### config.mk
export PLATFORM = sky130hd
export DESIGN_NAME = ibt_issue
export DESIGN_NICKNAME = d
export VERILOG_FILES = /design/src/hdl/ibt_pkg.sv /design/src/hdl/ibt_unit_if.sv /design/src/hdl/ibt_unit_timer.sv /design/src/hdl/ibt_issue.sv
export VERILOG_INCLUDE_DIRS = /design/src /design/src/hdl
export SDC_FILE = /design/constraint.sdc
export NUM_CORES = 1
export LEC_CHECK = 0
export CAP_MARGIN = 10
export CORE_MARGIN = 3
export CORE_UTILIZATION = 40
export DETAILED_ROUTE_END_ITERATION = 12
export DONT_BUFFER_PORTS = 1
export HOLD_SLACK_MARGIN = 0.06
export SLEW_MARGIN = 25
export SYNTH_ARGS = -nofsm -noshare
export SYNTH_HDL_FRONTEND = slang
export SYNTH_SLANG_ARGS = --single-unit
### constraint.sdc
create_clock -name sys_clk -period 2.2 [get_ports sys_clk]
set_input_delay 0.33 -clock sys_clk [delete_from_list [all_inputs] [get_ports sys_clk]]
set_output_delay 0.33 -clock sys_clk [all_outputs]
set_load 0.05 [all_outputs]
### src/hdl/ibt_params.svh
// Purpose: shared offsets, widths and timing counts of the issue block
// Assumes: included by bare name; definitions only
// Notes: all cycle counts are core clock cycles (200 MHz, 5 ns)
`ifndef IBT_PARAMS_SVH
`define IBT_PARAMS_SVH

`define IBT_NUM_GPR 32
`define IBT_GPR_W 5
`define IBT_NUM_CRF 8
`define IBT_CRF_W 3
`define IBT_CNT_W 2
`define IBT_REC_CRF 3'h0
`define IBT_LAT_SIMPLE 1
`define IBT_RR_SIMPLE 1
`define IBT_LAT_BRANCH 1
`define IBT_RR_BRANCH 1
`define IBT_LAT_CMP_EQ 1
`define IBT_LAT_CMP_REST 2
`define IBT_SECONDARY_EXTRA 1
`define IBT_NUM_UNITS 3
`define IBT_UNIT_A 0
`define IBT_UNIT_B 1
`define IBT_UNIT_BR 2

`endif

### src/hdl/ibt_pkg.sv
// Purpose: types of the integer/branch issue block
// Assumes: nothing
// Notes: op classes group instructions of equal routing and timing
package ibt_pkg;
    typedef enum logic [2:0] {
        IBT_OP_ADD,
        IBT_OP_AND,
        IBT_OP_CMP,
        IBT_OP_CLZ,
        IBT_OP_BR,
        IBT_OP_CRL,
        IBT_OP_COMP
    } ibt_op_e;
endpackage

### src/hdl/ibt_unit_if.sv
// Purpose: issue/start/done handshake between issue logic and a unit timer
// Assumes: single core clock
// Notes: issue is a one-cycle pulse, start follows it by one cycle
`timescale 1ns/1ps
interface ibt_unit_if;
    logic issue;
    logic can_issue;
    logic start;
    logic done;
    modport ctl (output issue, input can_issue, input start, input done);
    modport unit (input issue, output can_issue, output start, output done);
endinterface // ibt_unit_if

### src/hdl/ibt_unit_timer.sv
// Purpose: repeat-rate gate and latency pipe of one execution unit
// Assumes: issue only while can_issue is high
// Notes: with repeat rate 1 the unit is fully pipelined at any latency
`timescale 1ns/1ps
module ibt_unit_timer #(
    parameter int LAT = 1,
    parameter int RR = 1
) (
    input wire logic sys_clk,
    input wire logic nrst,
    ibt_unit_if.unit u
);
    localparam int RW = (RR > 1) ? $clog2(RR) : 1;

    // elaboration-time refusal of settings the counters cannot hold
    if (LAT < 1 || RR < 1 || LAT > 64 || RR > 64) begin : g_bad_cfg
        $error("ibt_unit_timer: LAT and RR must lie in 1..64");
    end

    logic [RW-1:0] rr_cnt;
    logic [RW-1:0] next_rr_cnt;
    logic start;
    logic [LAT-1:0] pipe;
    logic [LAT-1:0] next_pipe;

    always_comb begin
        next_rr_cnt = (rr_cnt != '0) ? rr_cnt - 1'b1 : rr_cnt;
        if (u.issue) begin
            next_rr_cnt = RW'(RR - 1);
        end
        next_pipe = LAT'({pipe, start}); // oldest stage drops out on purpose
    end

    always_ff @(posedge sys_clk or negedge nrst) begin
        if (!nrst) begin
            rr_cnt <= '0;
            start <= 1'b0;
            pipe <= '0;
        end else begin
            rr_cnt <= next_rr_cnt;
            start <= u.issue;
            pipe <= next_pipe;
        end
    end

    assign u.can_issue = (rr_cnt == '0);
    assign u.start = start;
    assign u.done = pipe[LAT-1];

    property p_rr_gap;
        @(posedge sys_clk) disable iff (!nrst)
        u.issue |=> (RR == 1) ? u.can_issue : !u.can_issue;
    endproperty
    a_rr_gap: assert property (p_rr_gap)
        else $error("unit repeat gate wrong after issue");

    property p_lat;
        @(posedge sys_clk) disable iff (!nrst)
        start && LAT == 1 |=> u.done;
    endproperty
    a_lat: assert property (p_lat)
        else $error("unit result not delivered after latency");
endmodule // ibt_unit_timer

### src/hdl/ibt_issue.sv
// Purpose: routes integer, branch and completion-handled ops and times them
// Assumes: one request per cycle from dispatch; valid/ready handshake
// Notes: scoreboard counts cycles until each result may feed a dependent
// Functional notes
// - ops for both simple units go to whichever unit is free
// - completion-handled ops reach no unit; completion performs them
// - latency runs from unit start to primary result, nothing else
// - flags and recording condition field come one cycle after result
// - a unit starts again only after its repeat interval; rate 1 pipelined
// - all add forms use either simple unit, rate 1, latency 1
// - and forms use either simple unit, rate 1, latency 1
// - compares: either simple unit; equal bit after 1, rest after 2
// - count-leading-zeros goes only to the first simple unit
`timescale 1ns/1ps
`include "ibt_params.svh"
module ibt_issue (
    input wire logic sys_clk,
    input wire logic nrst,
    input wire logic req_valid,
    output logic req_ready,
    input wire ibt_pkg::ibt_op_e req_op,
    input wire logic req_use_src_a,
    input wire logic [`IBT_GPR_W-1:0] req_src_a,
    input wire logic req_use_src_b,
    input wire logic [`IBT_GPR_W-1:0] req_src_b,
    input wire logic req_wr_gpr,
    input wire logic [`IBT_GPR_W-1:0] req_dst,
    input wire logic req_rec,
    input wire logic req_ovf,
    input wire logic req_use_ovf,
    input wire logic req_use_crf,
    input wire logic req_eq_only,
    input wire logic [`IBT_CRF_W-1:0] req_crf,
    output logic unit_a_start,
    output logic unit_b_start,
    output logic branch_start,
    output logic unit_a_done,
    output logic unit_b_done,
    output logic branch_done,
    output logic comp_exec,
    output logic [`IBT_CNT_W-1:0] crf_rest_wait0
);
    import ibt_pkg::*;

    localparam logic [`IBT_CNT_W-1:0] W_SIMPLE = `IBT_CNT_W'(`IBT_LAT_SIMPLE - 1);
    localparam logic [`IBT_CNT_W-1:0] W_BRANCH = `IBT_CNT_W'(`IBT_LAT_BRANCH - 1);
    localparam logic [`IBT_CNT_W-1:0] W_CMP_EQ = `IBT_CNT_W'(`IBT_LAT_CMP_EQ - 1);
    localparam logic [`IBT_CNT_W-1:0] W_CMP_REST =
        `IBT_CNT_W'(`IBT_LAT_CMP_REST - 1);
    localparam logic [`IBT_CNT_W-1:0] W_SECOND =
        `IBT_CNT_W'(`IBT_LAT_SIMPLE - 1 + `IBT_SECONDARY_EXTRA);

    ibt_unit_if ui [`IBT_NUM_UNITS] ();

    genvar g;
    generate
        for (g = 0; g < `IBT_NUM_UNITS; g++) begin : g_unit
            ibt_unit_timer #(
                .LAT((g == `IBT_UNIT_BR) ? `IBT_LAT_BRANCH : `IBT_LAT_SIMPLE),
                .RR((g == `IBT_UNIT_BR) ? `IBT_RR_BRANCH : `IBT_RR_SIMPLE)
            ) u_timer (
                .sys_clk(sys_clk),
                .nrst(nrst),
                .u(ui[g])
            );
        end
    endgenerate

    logic [`IBT_CNT_W-1:0] gpr_wait [`IBT_NUM_GPR];
    logic [`IBT_CNT_W-1:0] next_gpr_wait [`IBT_NUM_GPR];
    logic [`IBT_CNT_W-1:0] crf_eq_wait [`IBT_NUM_CRF];
    logic [`IBT_CNT_W-1:0] next_crf_eq_wait [`IBT_NUM_CRF];
    logic [`IBT_CNT_W-1:0] crf_rest_wait [`IBT_NUM_CRF];
    logic [`IBT_CNT_W-1:0] next_crf_rest_wait [`IBT_NUM_CRF];
    logic [`IBT_CNT_W-1:0] ovf_wait;
    logic [`IBT_CNT_W-1:0] next_ovf_wait;
    logic comp_q;
    logic next_comp_q;

    logic a_free;
    logic b_free;
    logic br_free;
    logic srcs_ok;
    logic unit_ok;
    logic accept;
    logic to_a;
    logic to_b;
    logic to_br;
    logic simple_any;
    logic a_taken;

    assign a_free = ui[`IBT_UNIT_A].can_issue;
    assign b_free = ui[`IBT_UNIT_B].can_issue;
    assign br_free = ui[`IBT_UNIT_BR].can_issue;
    assign a_taken = ui[`IBT_UNIT_A].start;
    assign simple_any = (req_op == IBT_OP_ADD) || (req_op == IBT_OP_AND) ||
                        (req_op == IBT_OP_CMP);

    // secondary results lag by one cycle, so readers wait on their own count
    always_comb begin
        srcs_ok = 1'b1;
        if (req_use_src_a && gpr_wait[req_src_a] != '0)
            srcs_ok = 1'b0;
        if (req_use_src_b && gpr_wait[req_src_b] != '0)
            srcs_ok = 1'b0;
        if (req_use_ovf && ovf_wait != '0)
            srcs_ok = 1'b0;
        if (req_use_crf && crf_eq_wait[req_crf] != '0)
            srcs_ok = 1'b0;
        if (req_use_crf && !req_eq_only && crf_rest_wait[req_crf] != '0)
            srcs_ok = 1'b0;
    end

    always_comb begin
        to_a = 1'b0;
        to_b = 1'b0;
        to_br = 1'b0;
        unit_ok = 1'b0;
        case (req_op)
            IBT_OP_ADD, IBT_OP_AND, IBT_OP_CMP: begin
                // alternate after an A start, so both units carry work
                unit_ok = a_free || b_free;
                to_b = b_free && (!a_free || a_taken);
                to_a = a_free && !to_b;
            end
            IBT_OP_CLZ: begin
                unit_ok = a_free;
                to_a = a_free;
            end
            IBT_OP_BR, IBT_OP_CRL: begin
                unit_ok = br_free;
                to_br = br_free;
            end
            IBT_OP_COMP: begin
                unit_ok = 1'b1;
            end
            default: begin
                unit_ok = 1'b0;
            end
        endcase
    end

    assign req_ready = srcs_ok && unit_ok;
    assign accept = req_valid && req_ready;
    assign ui[`IBT_UNIT_A].issue = accept && to_a;
    assign ui[`IBT_UNIT_B].issue = accept && to_b;
    assign ui[`IBT_UNIT_BR].issue = accept && to_br;

    always_comb begin
        for (int i = 0; i < `IBT_NUM_GPR; i++) begin
            next_gpr_wait[i] = (gpr_wait[i] != '0) ?
                gpr_wait[i] - 1'b1 : gpr_wait[i];
        end
        for (int i = 0; i < `IBT_NUM_CRF; i++) begin
            next_crf_eq_wait[i] = (crf_eq_wait[i] != '0) ?
                crf_eq_wait[i] - 1'b1 : crf_eq_wait[i];
            next_crf_rest_wait[i] = (crf_rest_wait[i] != '0) ?
                crf_rest_wait[i] - 1'b1 : crf_rest_wait[i];
        end
        next_ovf_wait = (ovf_wait != '0) ? ovf_wait - 1'b1 : ovf_wait;
        next_comp_q = accept && (req_op == IBT_OP_COMP);
        if (accept && req_op != IBT_OP_COMP) begin
            if (req_wr_gpr)
                next_gpr_wait[req_dst] = W_SIMPLE;
            if (req_ovf)
                next_ovf_wait = W_SECOND;
            if (req_rec) begin
                next_crf_eq_wait[`IBT_REC_CRF] = W_SECOND;
                next_crf_rest_wait[`IBT_REC_CRF] = W_SECOND;
            end
            if (req_op == IBT_OP_CMP) begin
                next_crf_eq_wait[req_crf] = W_CMP_EQ;
                next_crf_rest_wait[req_crf] = W_CMP_REST;
            end
            if (req_op == IBT_OP_CRL) begin
                next_crf_eq_wait[req_crf] = W_BRANCH;
                next_crf_rest_wait[req_crf] = W_BRANCH;
            end
        end
    end

    always_ff @(posedge sys_clk or negedge nrst) begin
        if (!nrst) begin
            for (int i = 0; i < `IBT_NUM_GPR; i++)
                gpr_wait[i] <= '0;
            for (int i = 0; i < `IBT_NUM_CRF; i++) begin
                crf_eq_wait[i] <= '0;
                crf_rest_wait[i] <= '0;
            end
            ovf_wait <= '0;
            comp_q <= 1'b0;
        end else begin
            gpr_wait <= next_gpr_wait;
            crf_eq_wait <= next_crf_eq_wait;
            crf_rest_wait <= next_crf_rest_wait;
            ovf_wait <= next_ovf_wait;
            comp_q <= next_comp_q;
        end
    end

    assign unit_a_start = ui[`IBT_UNIT_A].start;
    assign unit_b_start = ui[`IBT_UNIT_B].start;
    assign branch_start = ui[`IBT_UNIT_BR].start;
    assign unit_a_done = ui[`IBT_UNIT_A].done;
    assign unit_b_done = ui[`IBT_UNIT_B].done;
    assign branch_done = ui[`IBT_UNIT_BR].done;
    assign comp_exec = comp_q;
    assign crf_rest_wait0 = crf_rest_wait[0];

    property p_either_unit;
        @(posedge sys_clk) disable iff (!nrst)
        accept && simple_any && b_free && (!a_free || a_taken) |=>
            unit_b_start && !unit_a_start;
    endproperty
    a_either_unit: assert property (p_either_unit)
        else $error("simple op not sent to free second unit");

    property p_comp;
        @(posedge sys_clk) disable iff (!nrst)
        accept && req_op == IBT_OP_COMP |=>
            comp_exec && !unit_a_start && !unit_b_start && !branch_start;
    endproperty
    a_comp: assert property (p_comp)
        else $error("completion-handled op reached a unit");

    property p_rec_lag;
        @(posedge sys_clk) disable iff (!nrst)
        accept && req_rec && req_op != IBT_OP_COMP |=>
            crf_rest_wait[0] == 2'h1 ##1 crf_rest_wait[0] == 2'h0;
    endproperty
    a_rec_lag: assert property (p_rec_lag)
        else $error("recording field not one cycle behind result");

    property p_add;
        @(posedge sys_clk) disable iff (!nrst)
        accept && req_op == IBT_OP_ADD |=>
            (unit_a_start ^ unit_b_start) && !branch_start ##1
            (unit_a_done || unit_b_done);
    endproperty
    a_add: assert property (p_add)
        else $error("add op misrouted or late");

    property p_and;
        @(posedge sys_clk) disable iff (!nrst)
        accept && req_op == IBT_OP_AND |=>
            (unit_a_start ^ unit_b_start) && !branch_start;
    endproperty
    a_and: assert property (p_and)
        else $error("and op misrouted");

    property p_branch;
        @(posedge sys_clk) disable iff (!nrst)
        accept && req_op == IBT_OP_BR |=>
            branch_start && !unit_a_start && !unit_b_start ##1 branch_done;
    endproperty
    a_branch: assert property (p_branch)
        else $error("branch not timed in branch unit");

    property p_cmp;
        @(posedge sys_clk) disable iff (!nrst)
        accept && req_op == IBT_OP_CMP && req_crf == 3'h0 |=>
            crf_eq_wait[0] == 2'h0 && crf_rest_wait[0] == 2'h1;
    endproperty
    a_cmp: assert property (p_cmp)
        else $error("compare result timing wrong");

    property p_clz;
        @(posedge sys_clk) disable iff (!nrst)
        accept && req_op == IBT_OP_CLZ |=> unit_a_start && !unit_b_start;
    endproperty
    a_clz: assert property (p_clz)
        else $error("leading-zero op left first unit");

    property p_crl;
        @(posedge sys_clk) disable iff (!nrst)
        accept && req_op == IBT_OP_CRL |=> branch_start && !unit_a_start;
    endproperty
    a_crl: assert property (p_crl)
        else $error("condition logic op not in branch unit");

    property p_hold;
        @(posedge sys_clk) disable iff (!nrst)
        accept && req_ovf && req_op != IBT_OP_COMP |=>
            !(req_use_ovf && req_ready);
    endproperty
    a_hold: assert property (p_hold)
        else $error("dependent op issued before source ready");
endmodule // ibt_issue

# After elaboration in Yosys (flattened, before gate mapping)
# Index checks and enable logic that the tools add are counted.
[word_totals] memories=0 rom_bits=0 elab_cells=313 out_inout_bits=10 reg_bits=108 ramBits=0 in_bits=32 latchBits=0
[op_classes] add_sub_neg=52 reduce_logical=77 multipliers=0 shift=0 div_mod_pow=0 n_mux=96 n_eq_ne=7 bitwise=16 magnitude_cmp=6
[ops] operator="2-to-1 mux 2 bit" n=65
[ops] operator="2-to-1 mux 16 bit" n=8
[ops] operator="2-to-1 mux 64 bit" n=2
[ops] operator="nonzero test 2 bit" n=53
[ops] operator="subtractor 2 x 1 -> 2 bit (second input constant)" n=49
[ops] operator="bitwise AND 64 bit" n=1
[ops] operator="NOT 64 bit" n=1
[ops] operator="bitwise AND 16 bit" n=3
[ops] operator="binary-select mux 2 bit (select 5 bit)" n=2
[ops] operator="greater-or-equal comparator 6 bit (second input constant)" n=3
[ops] operator="NOT 5 -> 6 bit" n=3
[ops] operator="logical AND 1 bit" n=17
[ops] operator="NOT 16 bit" n=1
[ops] operator="2-to-1 mux 1 bit" n=13
[ops] operator="binary-select mux 2 bit (select 3 bit)" n=2
[ops] operator="demux 2 bit (select 5 bit)" n=1
[ops] operator="== test 3 bit (second input constant)" n=3
[ops] operator="bitwise AND 8 bit" n=1
[ops] operator="NOT 8 bit" n=1
[ops] operator="bitwise OR 8 bit" n=1
[ops] operator="demux 2 bit (select 3 bit)" n=1
[ops] operator="== test 3 x 2 -> 1 bit (second input constant)" n=2
[ops] operator="< comparator 6 x 1 -> 1 bit (second input constant)" n=1
[ops] operator="greater-or-equal comparator 4 bit (second input constant)" n=1
[ops] operator="13 further kinds" n=19

# Depth between registers and ports, before layout
# Gate-level depths: netlist of the first run.
[depth] depth_word=21 depth_mapped=11 depth_no_buf=7

# By module
# Synthesis of the first run repeated with hierarchy kept, for this count alone.
[unflattened] cells_unflattened=591 area_unflattened_um2=5667.9
[modules_own_cells] mod="ibt_issue" area_per_inst_um2=5484.0 seq_area_each_um2=2477.4 cells_each=579 instances=1
[modules_own_cells] mod="ibt_unit_timer" area_per_inst_um2=61.3 seq_area_each_um2=50.0 cells_each=4 instances=3

# Least setup slack after synthesis of the first run
# OpenSTA, ideal clock, no wires.
[synth_timing] kind="in2out" from="input req_src_a[0]" to="output req_ready" setup_slack_ps=-424 arrival_ps=2294 t_required_ps=1870 path_stages=10 n_path_buf=3 path_cell_list="buf_6 > nor3_1 > a21oi_1 > mux4_2 > a32oi_1 > nand4_1 > buf_6 > or2_4 > buf_6 > inv_1"
[synth_via] elab_chain_cells=12
[synth_lines] item="start: declaration" line="ibt_issue.sv:23" source="input wire logic [`IBT_GPR_W-1:0] req_src_a,"
[synth_lines] item="NOT 5 -> 6 bit (not written as such)" line="ibt_issue.sv:102" source="if (req_use_src_a && gpr_wait[req_src_a] != '0)"
[synth_lines] item="binary-select mux 2 bit (select 5 bit)" line="ibt_issue.sv:102"
[synth_lines] item="2-to-1 mux 2 bit (not written as such) (2 in series)" line="ibt_issue.sv:102"
[synth_lines] item="nonzero test 2 bit" line="ibt_issue.sv:102"
[synth_lines] item="logical AND 1 bit" line="ibt_issue.sv:102"
[synth_lines] item="2-to-1 mux 1 bit" line="ibt_issue.sv:102"
[synth_lines] item="2-to-1 mux 1 bit" line="ibt_issue.sv:104" source="if (req_use_src_b && gpr_wait[req_src_b] != '0)"
[synth_lines] item="2-to-1 mux 1 bit" line="ibt_issue.sv:106" source="if (req_use_ovf && ovf_wait != '0)"
[synth_lines] item="2-to-1 mux 1 bit" line="ibt_issue.sv:108" source="if (req_use_crf && crf_eq_wait[req_crf] != '0)"
[synth_lines] item="2-to-1 mux 1 bit" line="ibt_issue.sv:110" source="if (req_use_crf && !req_eq_only && crf_rest_wait[req_crf] != '0)"
[synth_lines] item="logical AND 1 bit" line="ibt_issue.sv:143" source="assign req_ready = srcs_ok && unit_ok;"
[synth_lines] item="end: declaration" line="ibt_issue.sv:20" source="output logic req_ready,"
# No other way between the ends. The select of a mux whose other input is x is not followed.

# Final worst setup path of the first run
[layout_timing] from="register gpr_wait[43] in the netlist's numbering" to="output req_ready"
[layout_via] elab_chain_cells=11 word_cells_on_any_way=16 classes_between="11 x mux; 5 x reduce/logical"
[layout_lines] item="start: declaration" line="ibt_issue.sv:69" source="logic [`IBT_CNT_W-1:0] gpr_wait [`IBT_NUM_GPR];"
[layout_lines] item="start signal: assignment" line="ibt_issue.sv:193" source="gpr_wait <= next_gpr_wait;"
[layout_lines] item="binary-select mux 2 bit (select 5 bit)" line="ibt_issue.sv:102"
[layout_lines] item="2-to-1 mux 2 bit (not written as such) (2 in series)" line="ibt_issue.sv:102"
[layout_lines] item="nonzero test 2 bit" line="ibt_issue.sv:102"
[layout_lines] item="logical AND 1 bit" line="ibt_issue.sv:102"
[layout_lines] item="2-to-1 mux 1 bit" line="ibt_issue.sv:102"
[layout_lines] item="2-to-1 mux 1 bit *" line="ibt_issue.sv:104"
[layout_lines] item="2-to-1 mux 1 bit *" line="ibt_issue.sv:106"
[layout_lines] item="2-to-1 mux 1 bit *" line="ibt_issue.sv:108"
[layout_lines] item="2-to-1 mux 1 bit *" line="ibt_issue.sv:110"
[layout_lines] item="logical AND 1 bit *" line="ibt_issue.sv:143"
# Every way passes the cells marked *; elsewhere a longest branch is shown, timed or not. The select of a mux whose other input is x is not followed.

==> results of run 1 <==
cell type report:
type,count,area [um2]
clock buffers,11,243
clock inverters,4,77.6
fillers,1039,4980
inverters,50,191
multi-input cells,348,3020
flip-flops and latches,105,2630
well taps,172,215
repair buffers,142,1320
per-layer routing:
metal | track usage [%] | vias up
met4 | 7.52 | 0
li1 | - | 2218
met5 | 0 | -
met2 | 36.0 | 116
met1 | 27.3 | 2365
met3 | 6.41 | 21
timing repair:
action                                 4_1_cts  5_1_grt
setup buffers                               17       11
gates resized for setup                     50       80
endpoints found under the hold margin      107      105
setup endpoints to repair                  103      103
pin swaps                                   14       20
gates cloned                                12        0
cells by family after synthesis:
family / share of synthesized area [%]
AND/OR/NAND/NOR: 16.6
AO/OA/AOI/OAI: 21.1
flip-flops: 50.4
buffers and inverters: 8.04
multiplexers: 3.84
per-stage QoR:
stage / cell area [um2] / cells / setup slack [ns]
after floorplan: 5330 / 544 / -0.199
after global placement: 6190 / 789 / -0.218
final: 7690 / 832 / -0.465
after CTS: 7230 / 833 / -0.479
after detailed placement: 6190 / 789 / -0.254
after global routing: 7690 / 832 / -0.545
power groups by stage:
| stage | logic, W | clock network, W | registers [W] |
|---|---|---|---|
| 4_1_cts | 0.000665 | 0.00178 | 0.00197 |
| 5_1_grt | 0.000722 | 0.00186 | 0.00197 |
| 2_1_floorplan | 0.000296 | 0 | 0.00200 |
| 3_3_place_gp | 0.000362 | 0 | 0.00200 |
| 6_report | 0.000688 | 0.00175 | 0.00197 |
| 3_5_place_dp | 0.000364 | 0 | 0.00200 |
worst min path at each step:
stage	start	to	depth (start not counted)
final	nrst	gpr_wait[57]	0
after global routing	nrst	gpr_wait[33]	0
after CTS	nrst	gpr_wait[63]	0
after detailed placement	nrst	g_unit[1].u_timer.u.done	0
after global placement	nrst	gpr_wait[56]	0
after floorplan	nrst	comp_exec	0
placed cells by master, fill, tap and decap left out, types with 4 or more instances in the layout:
cell	count
o31a_1	5
mux4_2	8
clkbuf_16	9
nand2_1	68
nand2b_1	4
buf_12	9
inv_1	49
buf_8	6
a31oi_4	32
dfrtp_1	105
a21oi_1	25
a311oi_2	24
nor3_1	16
a311oi_1	15
nor2_2	5
o21ai_0	10
nor3_2	16
and3b_1	4
nor2_1	30
nor2b_1	6
nor3b_1	6
a21oi_2	4
a31oi_1	14
buf_4	114
buf_6	8
flip-flops by register name, summed over array words and instances, names as in the netlist:
| register | flops |
|---|---|
| crf_rest_wait0 | 2 |
| ovf_wait | 2 |
| comp_exec | 1 |
| gpr_wait | 64 |
| g_unit.u_timer.u.start | 3 |
| g_unit.u_timer.u.done | 3 |
| crf_rest_wait | 14 |
| crf_eq_wait | 16 |
==> results.py, run 1 <==
metrics = {
    "synthesis": {
        "synth_edf_count": 0,
        "synth_ff_type": "dfrtp_1",
        "syn_nets": 576,
        "netlist_instances": 544,
        "syn_area_mm2": 0.00521,
        "synth.distinct_cells": 48,
        "synthArstFlopShare_pct": 100,
        "synth_top_area_share_pct": 50.4,
        "yosysWarnings": 0,
        "synth_top_area_cell": "dfrtp_1",
        "synthTopCellsByCount": "105 x dfrtp_1, 68 x nand2_1, 50 x inv_1",
        "synth-seq-cells": 105,
        "synth-seq-area-share_pct": 50.4,
        "avgSynthCellArea_um2": 9.58,
        "synthTopCellsByArea": "dfrtp_1 50%, a311oi_1 6.6%, a31oi_1 5.5%, nand2_1 4.9%, inv_1 3.6%",
        "synth.most_common_cell": "dfrtp_1",
    },
    "layout": {
        "syn2layout_area_growth_pct": 47.5,
        "utilization_pct": 60.7,
        "diodes": 0,
        "nets": 688,
        "drive_above_1_share_pct": 40.0,
    },
    "setup_path": {
        "ff2ff_path_depth": 10,
        "critPathArrivalTime_ns": 2.33,
        "setup.worst_path.start": "gpr_wait[43]",
        "required_ns": 1.87,
        "cp-start-kind": "flip-flop",
        "rr_startpoint": "gpr_wait[43]",
        "cp.depth": 7,
        "timing.rr.end": "crf_rest_wait[10]",
        "worstPathBufferInverterCount": 1,
        "worstSetupPathType": "reg2out",
        "cp_max_fo": 2,
        "crit_chain": "nor3_2 -> a21oi_1 -> mux4_2 -> a32oi_2 -> nand4_1 -> or2_4 -> clkinvlp_4",
        "worst_setup_path_end_kind": "output port",
        "critPathTopFamily": "simple AND/OR/NAND/NOR gates",
        "regToRegSetupSlack_ns": -0.42,
        "cp_slowest_cell": "mux4_2",
        "endpoint": "req_ready",
        "cp_slowest_stage_delay_ns": 0.48,
    },
    "floorplanning": {
        "ioPinCount": 42,
        "die_w_um": 120,
        "die_h_um": 120,
        "core_mm2": 0.0127,
        "initial_core_util_pct": 41.1,
        "rows": 41,
        "dieArea_mm2": 0.0144,
    },
    "timing": {
        "fin_skew_ns": 0.0148,
        "min_period_over_period_pct": 121,
        "post-route-min-period_ns": 2.66,
        "tightest_slew_ns": 1.22,
        "finalWorstSetupSlack_ns": -0.465,
        "slew_violations": 0,
        "relSlewSlack_pct": 18.9,
        "hold_viol": 105,
        "setup_viol": 103,
        "rsz0062_at_grt": "yes",
        "whs_ns": -0.337,
        "max_freq_mhz": 375,
        "tns_ns": -34.78,
    },
    "pwr": {
        "netSwitchingFraction_pct": 25.4,
        "clockPowerShare_pct": 39.7,
        "seq_power_share_pct": 44.7,
        "peakVddDrop_v": 0.000513,
        "total_power_w": 0.00440,
        "powerDensity_mw_per_mm2": 572,
        "power.internal_w": 0.00328,
        "p_leak_nw": 3.17,
        "p_sw_w": 0.00112,
        "pwr-share-comb_pct": 15.6,
    },
    "detailed_routing": {
        "dr.first_iter.drc_count": 247,
        "wl_met1_mm": 6.52,
        "drc": 0,
        "route.vias.total": 4720,
        "wire_per_inst_um": 18.8,
        "drt-total-wl_mm": 15.7,
        "ant_nets": 0,
        "highest_layer": "met4",
        "via_per_inst": 5.67,
        "wl_met3_um": 891,
        "dr.pass1.iters": 4,
        "wl_met2_mm": 7.97,
    },
    "placed_design": {
        "port_buffers": 0,
        "gp_congestion": 0.812,
        "hpwl_mm": 9.04,
    },
    "clocking": {
        "cts_tree": "done",
        "hold_buffers": 2,
        "cts_buffers": 9,
        "h-tree-depth": 3,
        "clk_path_buf_depth": 2,
        "root_buffer": "clkbuf_16",
        "cts_sinks": 105,
        "path_clk_slew_ns": 0.08,
        "clk_latency_ns": 0.36,
    },
    "global_route": {
        "grt_overflow": 0,
        "antenna_found_initial": 0,
        "grt_pass1_wl_mm": 24.5,
        "grt_max_degree": 106,
        "grt_pass1_vias": 4776,
        "grt.total_usage_pct": 21.8,
    },
    "min_path": {
        "hp-class": "in2async",
    },
    "status": {
        "outcome": "complete, but fails checks",
        "violations": "negative hold slack, negative setup slack",
    },
    "flow_run": {
        "maxCapViolations": 0,
    },
}
Note: power is estimated with default switching activity, not from simulation.
==> inputs of run 2 (changes only) <==
==> constraint.sdc (replaced) <==
create_clock -name sys_clk -period 2.2 [get_ports sys_clk]
set_input_delay 0.44 -clock sys_clk [delete_from_list [all_inputs] [get_ports sys_clk]]
set_output_delay 0.44 -clock sys_clk [all_outputs]
set_load 0.05 [all_outputs]
==> results.py, run 2 (synthesis gave the netlist of run 1 again) <==
metrics = {
    "status": {
        "outcome": "complete, but fails checks",
        "violations": "negative hold slack, negative setup slack",
    },
    "floorplanning": {
        "initial_core_util_pct": 41.1,
        "core_mm2": 0.0127,
        "rows": 41,
        "dieArea_mm2": 0.0144,
        "die_w_um": 120,
        "die_h_um": 120,
        "ioPinCount": 42,
    },
    "detailed_routing": {
        "drt-total-wl_mm": 15.8,
        "ant_nets": 0,
        "drc": 0,
        "wire_per_inst_um": 18.7,
        "via_per_inst": 5.69,
        "dr.first_iter.drc_count": 370,
        "dr.pass1.iters": 5,
        "route.vias.total": 4803,
    },
    "layout": {
        "top_register": "gpr_wait",
        "mostFrequentLayoutCell": "buf_4",
        "post-route-cell-area_mm2": 0.00778,
        "drive_above_1_share_pct": 41.8,
        "largest_register_ff_count": 64,
        "diodes": 0,
        "reg.largest.list": "gpr_wait x64, crf_eq_wait x16, crf_rest_wait x14",
        "syn2layout_area_growth_pct": 49.2,
        "nets": 699,
        "most-common-layout-cells": "120 x buf_4, 105 x dfrtp_1, 68 x nand2_1",
    },
    "timing": {
        "slew_violations": 0,
        "tightest_slew_ns": 1.09,
        "post-route-min-period_ns": 2.74,
        "max_freq_mhz": 365,
        "rsz0062_at_grt": "yes",
        "finalWorstSetupSlack_ns": -0.540,
        "hold_viol": 105,
        "fin_skew_ns": 0.00536,
        "setup_viol": 103,
        "relSlewSlack_pct": 27.4,
        "whs_ns": -0.219,
        "min_period_over_period_pct": 125,
    },
    "flow_run": {
        "maxCapViolations": 0,
    },
    "setup_path": {
        "critPathArrivalTime_ns": 2.30,
        "cp_max_fo": 3,
        "setup.worst_path.start": "gpr_wait[20]",
        "worst_setup_path_end_kind": "output port",
        "required_ns": 1.76,
        "cp-start-kind": "flip-flop",
        "worstSetupPathType": "reg2out",
        "rr_startpoint": "gpr_wait[20]",
    },
    "clocking": {
        "cts_sinks": 105,
        "cts_buffers": 9,
        "clk_path_buf_depth": 2,
        "root_buffer": "clkbuf_16",
        "clk_latency_ns": 0.35,
        "h-tree-depth": 3,
        "cts_tree": "done",
        "path_clk_slew_ns": 0.07,
    },
    "placed_design": {
        "hpwl_mm": 9.40,
        "place_ws_ns": -0.547,
        "port_buffers": 0,
        "post_dp_cell_area_mm2": 0.00625,
        "gp_congestion": 0.816,
    },
    "global_route": {
        "grt_max_degree": 106,
        "grt_pass1_vias": 4786,
        "antenna_found_initial": 0,
        "grt_overflow": 0,
        "grt.total_usage_pct": 21.5,
        "grt_pass1_wl_mm": 24.3,
    },
    "pwr": {
        "total_power_w": 0.00419,
        "powerDensity_mw_per_mm2": 538,
        "p_leak_nw": 3.23,
        "peakVddDrop_v": 0.000534,
    },
    "min_path": {
        "hp-class": "in2async",
    },
}
## run 2: changes by cell type in the layout (fill, tap and decap cells not counted), sizes merged
| cell | before | now |
|---|---|---|
| clkinv | 2 | 4 |
| dlygate4sd3 | 2 | 0 |
| buf | 140 | 151 |
| bufinv | 2 | 0 |
| clkbuf | 11 | 14 |
## run 2: what timing repair did
| item | CTS | global route |
|---|---|---|
| pin swaps | 15 | 20 |
| gates resized for setup | 44 | 88 |
| endpoints found under the setup margin | 103 | 103 |
| buffers inserted | 16 | 10 |
| endpoints found under the hold margin | 105 | 105 |
| gates cloned | 9 | 2 |
## run 2: stage by stage
step | cells | util (%) | TNS (ns) | hold slack, ns
detailed placement | 799 | 49.4 | -48.51 | 0.148
floorplan | 544 | - | -2.75 | 0.144
global placement | 799 | 49.4 | -38.92 | 0.149
CTS | 839 | 56.3 | -40.60 | -0.232
global route | 844 | 61.4 | -53.97 | -0.240
finish | 844 | 61.4 | -42.78 | -0.219
## run 2: power breakdown
part           leakage (nW)  total [W]  switching [W]  internal (W)
Sequential             1.46    0.00196      0.0000257       0.00194
Combinational          1.63   0.000756       0.000380      0.000376
Clock                 0.130    0.00147       0.000706      0.000762
## run 2: routing by layer
layer / wire length [um] / global-route usage [%]
met4: 260 / 6.08
met5: 0 / 0
met3: 1130 / 5.61
met2: 7980 / 36.0
met1: 6450 / 27.6
## run 2: worst max-delay path, cell delays in order, from the launching register on
cell,delay [ns]
dfrtp_1,0.41
nor3_2,0.19
a21oi_1,0.08
mux4_2,0.49
mux2i_1,0.19
o22ai_2,0.12
or2_4,0.27
clkinvlp_4,0.20
## run 2: cell type report
class,instances,area (um2)
flip-flops and latches,105,2630
clock buffers,12,236
well taps,172,215
inverters,50,191
repair buffers,153,1460
fillers,1007,4890
clock inverters,4,20.0
multi-input cells,348,3030
## run 2: worst paths after layout
check                                             to  slack [ns]  cells after the start
hold reg to reg                       crf_eq_wait[0]        0.46                      1
setup / recovery                           req_ready       -0.54                      7
max in group asynchronous          crf_rest_wait[10]        2.23                      0
hold / removal              g_unit[1].u_timer.u.done       -0.22                      0
min in group sys_clk       g_unit[2].u_timer.u.start        0.14                      1
setup reg to reg                        gpr_wait[39]       -0.53                     13
